`config.mk`:
```
export PLATFORM = sky130hd
export DESIGN_NAME = sac_top
export DESIGN_NICKNAME = d
export VERILOG_FILES = /design/src/design/sac_pkg.sv /design/src/design/sac_tick_div.sv /design/src/design/sac_top.sv
export VERILOG_INCLUDE_DIRS = /design/src /design/src/design
export SDC_FILE = /design/constraint.sdc
export NUM_CORES = 1
export LEC_CHECK = 0
export ABC_AREA = 1
export BUFFER_PORTS_ARGS = -buffer_cell sky130_fd_sc_hd__buf_2
export CORE_MARGIN = 2
export CORE_UTILIZATION = 52
export CTS_CLUSTER_SIZE = 8
export DETAILED_ROUTE_END_ITERATION = 8
export PLACE_DENSITY = 0.92
export SETUP_SLACK_MARGIN = 0.05
export SLEW_MARGIN = 10
export SYNTH_ARGS = -nofsm -noshare
export SYNTH_HDL_FRONTEND = slang
export SYNTH_SLANG_ARGS = --single-unit
```
`constraint.sdc`:
```
create_clock -name core_clk_i -period 2.1 [get_ports core_clk_i]
set_input_delay 0.21 -clock core_clk_i [delete_from_list [all_inputs] [get_ports core_clk_i]]
set_output_delay 0.21 -clock core_clk_i [all_outputs]
set_load 0.03 [all_outputs]
```
`src/design/sac_consts.svh`:
```
`ifndef SAC_CONSTS_SVH
`define SAC_CONSTS_SVH

// ****************************************
// register map (byte addresses)
// ****************************************
`define SAC_ADDR_CTRL     4'h0
`define SAC_ADDR_RESULT   4'h4
`define SAC_ADDR_STATUS   4'h8
`define SAC_ADDR_IMASK    4'hc

// ****************************************
// control register fields and reset
// ****************************************
`define SAC_CTRL_MASK_BIT  7
`define SAC_CTRL_DONE_BIT  6
`define SAC_CTRL_GO_BIT    5
`define SAC_CTRL_POWER_BIT 4
`define SAC_CTRL_RESET     8'h40

// ****************************************
// status / interrupt mask fields
// ****************************************
`define SAC_EVT_DONE_BIT    0
`define SAC_EVT_RESTART_BIT 1
`define SAC_EVT_WIDTH       2

// ****************************************
// conversion timing
// ****************************************
`define SAC_OSC_KHZ       8000
`define SAC_CONV_TIME_NS  70000
`define SAC_CLK_DIV       12
`define SAC_CONV_TICKS    ((`SAC_CONV_TIME_NS * `SAC_OSC_KHZ) / (`SAC_CLK_DIV * 1000000))
`define SAC_RES_BITS      8
`define SAC_BIT_TICKS     5
`define SAC_SETTLE_TICKS  (`SAC_CONV_TICKS - `SAC_RES_BITS * `SAC_BIT_TICKS)

`endif

```
`src/design/sac_pkg.sv`:
```
package sac_pkg;

  // ****************************************
  // types
  // ****************************************
  typedef enum logic [1:0] {
    SAC_IDLE,
    SAC_SETTLE,
    SAC_APPROX
  } sac_state_e;

  typedef struct packed {
    logic mask;
    logic done;
    logic power;
  } sac_ctrl_s;

  typedef struct packed {
    logic       read;
    logic       write;
    logic [3:0] address;
    logic [3:0] byteenable;
    logic [7:0] writedata;
  } sac_req_s;

endpackage

```
`src/design/sac_tick_div.sv`:
```
`timescale 1ns/1ps
`default_nettype none

module sac_tick_div #(
  parameter int DIV = 12
) (
  input  wire logic core_clk_i, // system clock
  input  wire logic sys_rst_i,  // sync reset, active high
  input  wire logic clr_i,      // restart the division phase
  output logic      tick_o      // one-cycle pulse every DIV clocks
);

  logic [$clog2(DIV)-1:0] cnt;

  // restart aligns the first tick exactly DIV cycles after a start
  always_ff @(posedge core_clk_i) begin
    if (sys_rst_i || clr_i) begin
      cnt    <= '0;
      tick_o <= 1'b0;
    end else if (cnt == $bits(cnt)'(DIV - 1)) begin
      cnt    <= '0;
      tick_o <= 1'b1;
    end else begin
      cnt    <= cnt + 1'b1;
      tick_o <= 1'b0;
    end
  end

endmodule // sac_tick_div

`default_nettype wire

```
`src/design/sac_top.sv`:
```
// Function
// - go write starts conversion, clears done
// - finished conversion sets done flag
// - one conversion per go write
// - go while busy restarts conversion
// - go bit always reads zero
// - done raises end-of-conversion interrupt
// - interrupt gated by control mask bit
// - power bit low keeps converter down
// - reset aborts, control becomes 40h
// - 8-bit successive approximation, clock/12 steps
// - conversion lasts 46 ticks, 552 clocks or 69us at 8MHz
// - result held until next conversion ends
`timescale 1ns/1ps
`default_nettype none
`include "sac_consts.svh"

module sac_top #(
  parameter int DIV        = `SAC_CLK_DIV,
  parameter int BIT_TICKS  = `SAC_BIT_TICKS,
  parameter int SETTLE_TKS = `SAC_SETTLE_TICKS
) (
  input  wire logic        core_clk_i,    // 8 MHz clock
  input  wire logic        sys_rst_i,     // sync reset, active high
  input  wire logic [3:0]  address_i,     // avalon byte address
  input  wire logic        read_i,        // avalon read
  input  wire logic        write_i,       // avalon write
  input  wire logic [3:0]  byteenable_i,  // avalon byte enables
  input  wire logic [31:0] writedata_i,   // avalon write data
  output logic [31:0]      readdata_o,    // avalon read data
  output logic             waitrequest_o, // avalon wait
  input  wire logic        cmp_i,         // comparator: input >= trial
  output logic [7:0]       trial_code_o,  // trial code to the dac
  output logic             power_on_o,    // analog front end powered
  output logic             busy_o,        // conversion running
  output logic             irq_o          // end-of-conversion request
);

  // ****************************************
  // bus request
  // ****************************************
  sac_pkg::sac_req_s req;
  logic              acc;
  logic              wr_acc;
  logic              rd_acc;
  logic              be0;

  assign req = '{read: read_i, write: write_i, address: address_i,
                 byteenable: byteenable_i, writedata: writedata_i[7:0]};
  assign acc    = (req.read || req.write) && !waitrequest_o;
  assign wr_acc = acc && req.write;
  assign rd_acc = acc && req.read;
  assign be0    = req.byteenable[0];

  // ****************************************
  // state
  // ****************************************
  localparam logic [7:0]         CTRL_RST = `SAC_CTRL_RESET;
  sac_pkg::sac_ctrl_s            ctrl;
  sac_pkg::sac_state_e           state;
  logic [7:0]                    result;
  logic [7:0]                    trial;
  logic [2:0]                    bit_idx;
  logic [5:0]                    tick_cnt;
  logic [`SAC_EVT_WIDTH-1:0]     status;
  logic [`SAC_EVT_WIDTH-1:0]     imask;
  logic [`SAC_EVT_WIDTH-1:0]     next_status;
  logic                          tick;
  logic                          start;
  logic                          finish;
  logic                          restart;
  logic                          next_power;
  logic                          cmp_s1;
  logic                          cmp_s2;
  logic                          cmp_s3;
  logic                          cmp_q;

  function automatic logic hit(input logic [3:0] a, input logic [3:0] off);
    hit = (a == off);
  endfunction

  // power as it will stand after this cycle's write
  assign next_power = (wr_acc && be0 && hit(req.address, `SAC_ADDR_CTRL))
                      ? req.writedata[`SAC_CTRL_POWER_BIT] : ctrl.power;

  // go is sampled on every accepted control write with byte 0 enabled, busy or not
  assign start = wr_acc && be0 && hit(req.address, `SAC_ADDR_CTRL)
                 && req.writedata[`SAC_CTRL_GO_BIT];
  assign restart = start && (state != sac_pkg::SAC_IDLE);

  // an abandoned conversion never finishes
  assign finish = !start && ctrl.power && tick && state == sac_pkg::SAC_APPROX
                  && tick_cnt == 6'(BIT_TICKS - 1) && bit_idx == 3'h0;

  // ****************************************
  // conversion clock
  // ****************************************
  sac_tick_div #(
    .DIV (DIV)
  ) u_div (
    .core_clk_i (core_clk_i),
    .sys_rst_i  (sys_rst_i),
    .clr_i      (start),
    .tick_o     (tick)
  );

  // ****************************************
  // comparator synchroniser
  // ****************************************
  always_ff @(posedge core_clk_i) begin
    if (sys_rst_i) begin
      cmp_s1 <= 1'b0;
      cmp_s2 <= 1'b0;
      cmp_s3 <= 1'b0;
      cmp_q  <= 1'b0;
    end else begin
      cmp_s1 <= cmp_i;
      cmp_s2 <= cmp_s1;
      cmp_s3 <= cmp_s2;
      if (cmp_s2 == cmp_s3) begin
        cmp_q <= cmp_s3;
      end
    end
  end

  // ****************************************
  // bus handshake
  // ****************************************
  // one wait cycle per access; readdata is loaded as waitrequest drops
  always_ff @(posedge core_clk_i) begin
    if (sys_rst_i) begin
      waitrequest_o <= 1'b1;
    end else begin
      waitrequest_o <= !((req.read || req.write) && waitrequest_o);
    end
  end

  always_ff @(posedge core_clk_i) begin
    if (sys_rst_i) begin
      readdata_o <= 32'h0000_0000;
    end else if (req.read && waitrequest_o) begin
      unique case (req.address)
        `SAC_ADDR_CTRL: begin
          readdata_o <= {24'h00_0000, ctrl.mask, ctrl.done, 1'b0,
                         ctrl.power, 4'h0};
        end
        `SAC_ADDR_RESULT: readdata_o <= {24'h00_0000, result};
        `SAC_ADDR_STATUS: readdata_o <= {30'h0000_0000, status};
        `SAC_ADDR_IMASK:  readdata_o <= {30'h0000_0000, imask};
        default:          readdata_o <= 32'h0000_0000;
      endcase
    end
  end

  // ****************************************
  // control register
  // ****************************************
  always_ff @(posedge core_clk_i) begin
    if (sys_rst_i) begin
      {ctrl.mask, ctrl.done, ctrl.power} <=
        {CTRL_RST[`SAC_CTRL_MASK_BIT], CTRL_RST[`SAC_CTRL_DONE_BIT],
         CTRL_RST[`SAC_CTRL_POWER_BIT]};
    end else begin
      if (wr_acc && be0 && hit(req.address, `SAC_ADDR_CTRL)) begin
        ctrl.mask  <= req.writedata[`SAC_CTRL_MASK_BIT];
        ctrl.power <= req.writedata[`SAC_CTRL_POWER_BIT];
      end
      // done is never taken from write data
      if (start) begin
        ctrl.done <= 1'b0;
      end else if (finish) begin
        ctrl.done <= 1'b1;
      end
    end
  end

  always_ff @(posedge core_clk_i) begin
    if (sys_rst_i) begin
      imask <= '0;
    end else if (wr_acc && be0 && hit(req.address, `SAC_ADDR_IMASK)) begin
      imask <= req.writedata[`SAC_EVT_WIDTH-1:0];
    end
  end

  // ****************************************
  // sequencer
  // ****************************************
  // powering down mid-conversion abandons it; done stays clear
  always_ff @(posedge core_clk_i) begin
    if (sys_rst_i) begin
      state    <= sac_pkg::SAC_IDLE;
      tick_cnt <= 6'h00;
      bit_idx  <= 3'h7;
      trial    <= 8'h00;
    end else if (start && next_power) begin
      state    <= sac_pkg::SAC_SETTLE;
      tick_cnt <= 6'h00;
      bit_idx  <= 3'h7;
      trial    <= 8'h00;
    end else if (start || !ctrl.power) begin
      state    <= sac_pkg::SAC_IDLE;
      tick_cnt <= 6'h00;
    end else if (tick) begin
      unique case (state)
        sac_pkg::SAC_IDLE: begin
          state <= sac_pkg::SAC_IDLE;
        end
        sac_pkg::SAC_SETTLE: begin
          if (tick_cnt == 6'(SETTLE_TKS - 1)) begin
            state    <= sac_pkg::SAC_APPROX;
            tick_cnt <= 6'h00;
            trial    <= 8'h80;
          end else begin
            tick_cnt <= tick_cnt + 6'h01;
          end
        end
        sac_pkg::SAC_APPROX: begin
          if (tick_cnt == 6'(BIT_TICKS - 1)) begin
            tick_cnt <= 6'h00;
            trial[bit_idx] <= cmp_q;
            if (bit_idx == 3'h0) begin
              state <= sac_pkg::SAC_IDLE;
            end else begin
              trial[bit_idx - 3'h1] <= 1'b1;
              bit_idx <= bit_idx - 3'h1;
            end
          end else begin
            tick_cnt <= tick_cnt + 6'h01;
          end
        end
      endcase
    end
  end

  // result is loaded only by a finished conversion
  always_ff @(posedge core_clk_i) begin
    if (sys_rst_i) begin
      result <= 8'h00;
    end else if (finish) begin
      result <= {trial[7:1], cmp_q};
    end
  end

  // ****************************************
  // interrupts
  // ****************************************
  // only bits already reported are cleared, so a later event survives
  always_comb begin
    next_status = status;
    if (rd_acc && hit(req.address, `SAC_ADDR_STATUS)) begin
      next_status = status & ~readdata_o[`SAC_EVT_WIDTH-1:0];
    end
    if (finish) begin
      next_status[`SAC_EVT_DONE_BIT] = 1'b1;
    end
    if (restart) begin
      next_status[`SAC_EVT_RESTART_BIT] = 1'b1;
    end
  end

  always_ff @(posedge core_clk_i) begin
    if (sys_rst_i) begin
      status <= '0;
      irq_o  <= 1'b0;
    end else begin
      status <= next_status;
      irq_o  <= ctrl.mask && |(next_status & imask);
    end
  end

  // ****************************************
  // analog-side outputs
  // ****************************************
  always_ff @(posedge core_clk_i) begin
    if (sys_rst_i) begin
      power_on_o   <= 1'b0;
      busy_o       <= 1'b0;
      trial_code_o <= 8'h00;
    end else begin
      power_on_o   <= ctrl.power;
      busy_o       <= (state != sac_pkg::SAC_IDLE);
      trial_code_o <= trial;
    end
  end

  // ****************************************
  // checks
  // ****************************************
  logic [5:0] chk_ticks;

  always_ff @(posedge core_clk_i) begin
    if (sys_rst_i || start) begin
      chk_ticks <= 6'h00;
    end else if (tick && state != sac_pkg::SAC_IDLE) begin
      chk_ticks <= chk_ticks + 6'h01;
    end
  end

  AST_GO_READS_ZERO: assert property (@(posedge core_clk_i) disable iff (sys_rst_i)
    rd_acc && hit(req.address, `SAC_ADDR_CTRL) |-> !readdata_o[`SAC_CTRL_GO_BIT])
    else $error("go bit read back as one");

  AST_START_CLEARS_DONE: assert property (@(posedge core_clk_i) disable iff (sys_rst_i)
    start && next_power |=> !ctrl.done && state == sac_pkg::SAC_SETTLE)
    else $error("start did not clear done or begin conversion");

  AST_RESTART_ABANDONS: assert property (@(posedge core_clk_i) disable iff (sys_rst_i)
    restart && next_power |=> tick_cnt == 6'h00 && state == sac_pkg::SAC_SETTLE)
    else $error("restart did not begin a fresh conversion");

  AST_DONE_ON_FINISH: assert property (@(posedge core_clk_i) disable iff (sys_rst_i)
    finish |=> ctrl.done && result[7:1] == $past(trial[7:1]) &&
    result[0] == $past(cmp_q))
    else $error("done not set after conversion");

  AST_NO_SELF_START: assert property (@(posedge core_clk_i) disable iff (sys_rst_i)
    state == sac_pkg::SAC_IDLE && !start |=> state == sac_pkg::SAC_IDLE)
    else $error("conversion began without a go write");

  AST_IRQ_ON_DONE: assert property (@(posedge core_clk_i) disable iff (sys_rst_i)
    finish && ctrl.mask && imask[`SAC_EVT_DONE_BIT] && !(wr_acc && be0)
    |=> irq_o && status[`SAC_EVT_DONE_BIT])
    else $error("done did not raise the interrupt");

  AST_IRQ_MASKED: assert property (@(posedge core_clk_i) disable iff (sys_rst_i)
    !ctrl.mask |=> !irq_o)
    else $error("interrupt raised while masked");

  AST_POWER_DOWN_IDLE: assert property (@(posedge core_clk_i) disable iff (sys_rst_i)
    !ctrl.power && !start |=> state == sac_pkg::SAC_IDLE ##1 !busy_o)
    else $error("converter ran while powered down");

  AST_RESET_LOAD: assert property (@(posedge core_clk_i) disable iff (sys_rst_i)
    $past(sys_rst_i) |-> ctrl.done && !ctrl.mask && !ctrl.power
    && state == sac_pkg::SAC_IDLE)
    else $error("reset did not load control register");

  AST_CONV_LENGTH: assert property (@(posedge core_clk_i) disable iff (sys_rst_i)
    finish |-> chk_ticks == 6'(`SAC_CONV_TICKS - 1))
    else $error("conversion length wrong");

  AST_RESULT_HOLD: assert property (@(posedge core_clk_i) disable iff (sys_rst_i)
    !finish |=> $stable(result))
    else $error("result changed without a finished conversion");

  COV_CONVERSION: cover property (@(posedge core_clk_i) disable iff (sys_rst_i)
    finish ##1 ctrl.done);
  COV_RESTART: cover property (@(posedge core_clk_i) disable iff (sys_rst_i)
    restart && next_power);
  COV_IRQ: cover property (@(posedge core_clk_i) disable iff (sys_rst_i)
    $rose(irq_o));
  COV_STATUS_CLEAR: cover property (@(posedge core_clk_i) disable iff (sys_rst_i)
    rd_acc && hit(req.address, `SAC_ADDR_STATUS) && |status);

endmodule // sac_top

`default_nettype wire

```
# Yosys cells after proc, flatten, opt, wreduce, memory -nomap -nowiden
# Index checks and enable logic that the tools add are counted.
# totals
ff_bits,87
output_inout_bits,44
elab_cells,121
# classes
addsub,3
magnitude_cmp,4
eq_ne,15
mux,27
bitwise_logic,6
reduce_logical,43
# op_table
cell,n
$pmux 8 s4,1
$mux 8,3
$logic_and 1x1->1,20
$pmux 8 s2,1
$eq 4x4->1 const B,3
$eq 6x3->1 const B,2
$mux 6,2
$pmux 6 s2,1
$mux 1,11
$reduce_and 5->1,2
$bwmux 8,1
$lt 3x4->1 const B,2
$mux 2,4
$ne 4x1->1 const B,2
$or 8x8->8,1
$reduce_and 4->1,2
$add 6x1->6 const B,1
$demux 1 s3,2
$ge 3x1->1 const B,2
$pmux 2 s3,1
$reduce_bool 2->1,3
$reduce_or 2->1,3
$add 4x1->4 const B,1
$and 2x2->2,2
other kinds (18),25

# Depth between registers and ports, before layout
# logic_depth
ltp_word,16
mapped_depth,12
ltp_nobuf,11

# By module
# From an unflattened synthesis, not the netlist that was laid out.
# hier_totals
cells_unflattened,413
hier_area_um2,3022.9
# modules_own_cells
module,n_inst,cells_each,area_per_inst_um2
sac_top,1,392,2822.7
sac_tick_div,1,21,200.2

# Worst setup path after synthesis
# Ideal clock, no wire load.
# synth_path
path_kind,reg2reg
startpoint,reg bit_idx[0]
endpoint,reg result[1]
arrival_time_ps,1404
path_slack_ps,584
path_stages_with_launch,11
path_buffers,1
synth_period_minus_slack_ps,1516
path_cell_list,dfxtp_1 buf_4 inv_1 ha_1 nand2_2 nor2_2 nand3_4 nor2_8 nor2_4 nor2_1 nor2_1
# synth_via
elab_chain_len,2
# synth_rtl
item,line,rtl
from (decl),sac_top.sv:63,logic [2:0] bit_idx;
from (signal assigned),sac_top.sv:225,bit_idx <= bit_idx - 3'h1;
$logic_not 3->1,sac_top.sv:93,&& tick_cnt == 6'(BIT_TICKS - 1) && bit_idx == 3'h0;
$logic_and 1x1->1,sac_top.sv:93,
to (signal assigned),sac_top.sv:240,"result <= {trial[7:1], cmp_q};"
to (decl),sac_top.sv:61,logic [7:0] result;
# No other way between the ends.
# A chain may end at the register's enable or synchronous reset.

# Final worst setup path
# layout_path
startpoint,reg bit_idx[0]
endpoint,reg bit_idx[1]
# layout_via
elab_chain_len,3
# layout_rtl
item
"parallel branches: the longest is 3 deep, another holds $sub 3x1->3"
# Parallel ways; which one is timed is not known.

==> results.json <==
{
  "diodes": 0,
  "required_ps": 2330,
  "crit_buf_inv": 1,
  "irDropWorstVdd_mv": 0.5023,
  "area.growth.synth_to_final_pct": 9.764,
  "synth_area_per_cell_um2": 7.585,
  "synth_largest_area_cell": "dfxtp_1",
  "coreArea_um2": 5921,
  "comb_power_share_pct": 7.1,
  "p_int_w": 0.001705,
  "synthTopCellsByCount": "nor2_1, nand2_1, dfxtp_1",
  "arrival_ps": 2080,
  "place_hpwl_um": 4807,
  "io_pins": 89,
  "critPathCaptureType": "register",
  "grt_max_degree": 25,
  "drt-pass1-iter-count": 5,
  "synth_edf_count": 0,
  "r2r_cells": 8,
  "timing.final.crit_share_pct": 88.27,
  "ys_warn_count": 0,
  "min_path_type": "primary input to register",
  "synth-adder-area-share_pct": 3.543,
  "post_cts_buffers": 0,
  "cp_max_fo": 7,
  "dieHeight_um": 82.18,
  "status": "completed",
  "ctsHoldBuffers": 0,
  "path_depth": 8,
  "rows": 28,
  "synth_cell_type_count": 42,
  "cts_inserted_buffers": 9,
  "hold_viol_final": 0,
  "yosys.area_share.simple_pct": 33.50,
  "pwr-share-clk_pct": 41.3,
  "power.share.switching_pct": 27.52,
  "grt_usage_pct": 20.94,
  "holdPathStages": 3,
  "grt_pass1_vias": 2610,
  "path_clk_slew_ps": 80,
  "setup_violations": 0,
  "crit_path_max_incr_delay_ps": 460,
  "via_count": 2763,
  "tritoncts": "done",
  "cp_common_cell": "nand2_2",
  "grt.overflow.total": 0,
  "power_frac_seq_pct": 51.7,
  "synth.area.mux_share_pct": 0,
  "ys_top_cells_by_area": "dfxtp_1, nor2_1, nand2_1",
  "post-route-util_pct": 58.92,
  "cellPowerDensity_nw_per_um2": 674.4,
  "timing.fmax_mhz": 539.5,
  "start_util_pct": 53.68,
  "insertion_delay_ps": 350,
  "port_buffers": 34,
  "synth_top_family_by_area": "simple AND/OR/NAND/NOR gates",
  "yosysSeqAreaShare_pct": 39.69,
  "post-route-drc-count": 0,
  "wirelength_um": 6581,
  "setup_tns_ps": 0,
  "synth_compound_area_share_pct": 8.307,
  "ys_seq_elements": 63,
  "synth_xor_area_share_pct": 1.929,
  "cap_violations": 0,
  "final_area_um2": 3488,
  "root_buffer": "clkbuf_8",
  "yosys.cell_count.top_type": "nor2_1",
  "initialDrtViolationCount": 192,
  "cts_resized": 0,
  "die_w_um": 82.18,
  "synth_cells": 419,
  "skew_ps": 12.42,
  "p_switching_w": 0.0006475,
  "synth_flop_cell": "dfxtp_1",
  "p_leak_nw": 1.573,
  "rsz0062_at_grt": "no",
  "post_dp_cell_area_um2": 3307,
  "critPathTopFamily": "simple AND/OR/NAND/NOR gates",
  "path_class": "register to register",
  "h-tree-depth": 3,
  "viasPerCell": 5.155,
  "fin_crit_ps": 1854,
  "cp_slowest_cell": "dfxtp_1",
  "drtAntennaViolNets": 0,
  "dieArea_um2": 6753,
  "crit_chain": "inv_1, ha_1, nand2_2, nand2_1, nor3_1, nand2_2, a21oi_1, o21ai_0",
  "antenna_found_initial": 0,
  "yosysTopAreaCellShare_pct": 39.69,
  "finalWeightedCongestion": 0.9110,
  "clockBufferDepth": 2,
  "drive_above_1_share_pct": 19.52,
  "maxSlewViolCount": 0,
  "startpoint_type": "register",
  "syn-cell-area_um2": 3178,
  "async_reset_ff_share_pct": 0,
  "nets": 510,
  "clock_sinks": 63,
  "grt_pass1_wl_um": 10850,
  "wl_per_cell_um": 12.28
}
## layout by cell type, fill, tap and decap left out, types with 2 or more instances in the layout
| master | instances |
|---|---|
| clkinv_2 | 2 |
| inv_6 | 2 |
| ha_1 | 9 |
| a21oi_1 | 21 |
| inv_2 | 3 |
| clkinv_4 | 3 |
| o21ai_0 | 23 |
| nand3_2 | 3 |
| o211ai_1 | 2 |
| nand2_1 | 70 |
| clkbuf_8 | 10 |
| xor2_1 | 6 |
| nor3_2 | 2 |
| buf_2 | 34 |
| dfxtp_1 | 63 |
| nor2_4 | 7 |
| nor2_2 | 3 |
| nand3_1 | 31 |
| nand2_2 | 9 |
| conb_1 | 24 |
| a211oi_1 | 2 |
| nor2_1 | 73 |
| nor3_1 | 2 |
| nor2_8 | 2 |
| inv_1 | 39 |
## path summary, 6_finish.rpt
kind / start / endpoint / slack [ps]
min reg2reg: cmp_s1 / cmp_s2 / 400
max: bit_idx[0] / bit_idx[1] / 250
max reg2reg: bit_idx[0] / bit_idx[1] / 250
min: cmp_i / cmp_s1 / 60
## power by group through the flow
stage / Combinational [W] / Clock (W) / Sequential, W
CTS: 0.000166 / 0.000970 / 0.00122
finish: 0.000166 / 0.000970 / 0.00122
detailed placement: 0.000165 / 0 / 0.00124
floorplan: 0.000150 / 0 / 0.00125
global placement: 0.000160 / 0 / 0.00124
global route: 0.000181 / 0.00103 / 0.00122
## flip-flops by register name, summed over array words and instances (netlist names), 2 cells and up
register and count:
status 2, state 2, tick_cnt 6, readdata_o 8, imask 2, u_div.cnt 4, trial_code_o 8, trial 8
ctrl 3, result 8, bit_idx 3
## stage by stage
stage	setup WS [ps]	cells	total power, W	hold slack, ps
3_5_place_dp	323.3	520	0.001408	408.7
5_1_grt	53.15	536	0.002429	85.61
4_1_cts	248.0	536	0.002351	68.89
3_3_place_gp	398.5	520	0.001403	395.3
2_1_floorplan	583.6	442	0.001404	317.0
6_report	246.3	536	0.002352	64.25
## routing by layer
layer | GRT usage, % | vias to the layer above | wire length [µm] | part of all wire (%)
li1 | - | 1354 | - | -
met1 | 22.10 | 1251 | 2591 | 39
met2 | 38.37 | 130 | 3345 | 51
met3 | 4.891 | 28 | 430 | 6.5
met4 | 11.17 | 0 | 214 | 3.3
met5 | 0 | - | 0 | 0
## area by class of cell
class	count	area, µm²
Clock inverter	6	43.79
Sequential cell	63	1261
Timing Repair Buffer	35	177.7
Fill cell	515	2432
Clock buffer	10	137.6
Inverter	45	181.4
Multi-Input combinational cell	302	1593
Tap cell	75	93.84
## worst reg2reg max path, stage by stage (launching register included)
cell and delay, ps:
dfxtp_1 460, inv_1 180, ha_1 260, nand2_2 90, nand2_1 70, nor3_1 270
nand2_2 140, a21oi_1 160, o21ai_0 90
## kinds of logic (layout without fill, tap and decap cells)
group           Yosys count  after routing
simple gates            212            212
buf+inv                  77             96
flops                    63             63
compound gates           50             50
fa+ha+maj                 9              9
xor+xnor                  7              7
other cells               1             24
No activity file was read; power rests on OpenSTA's default activity.
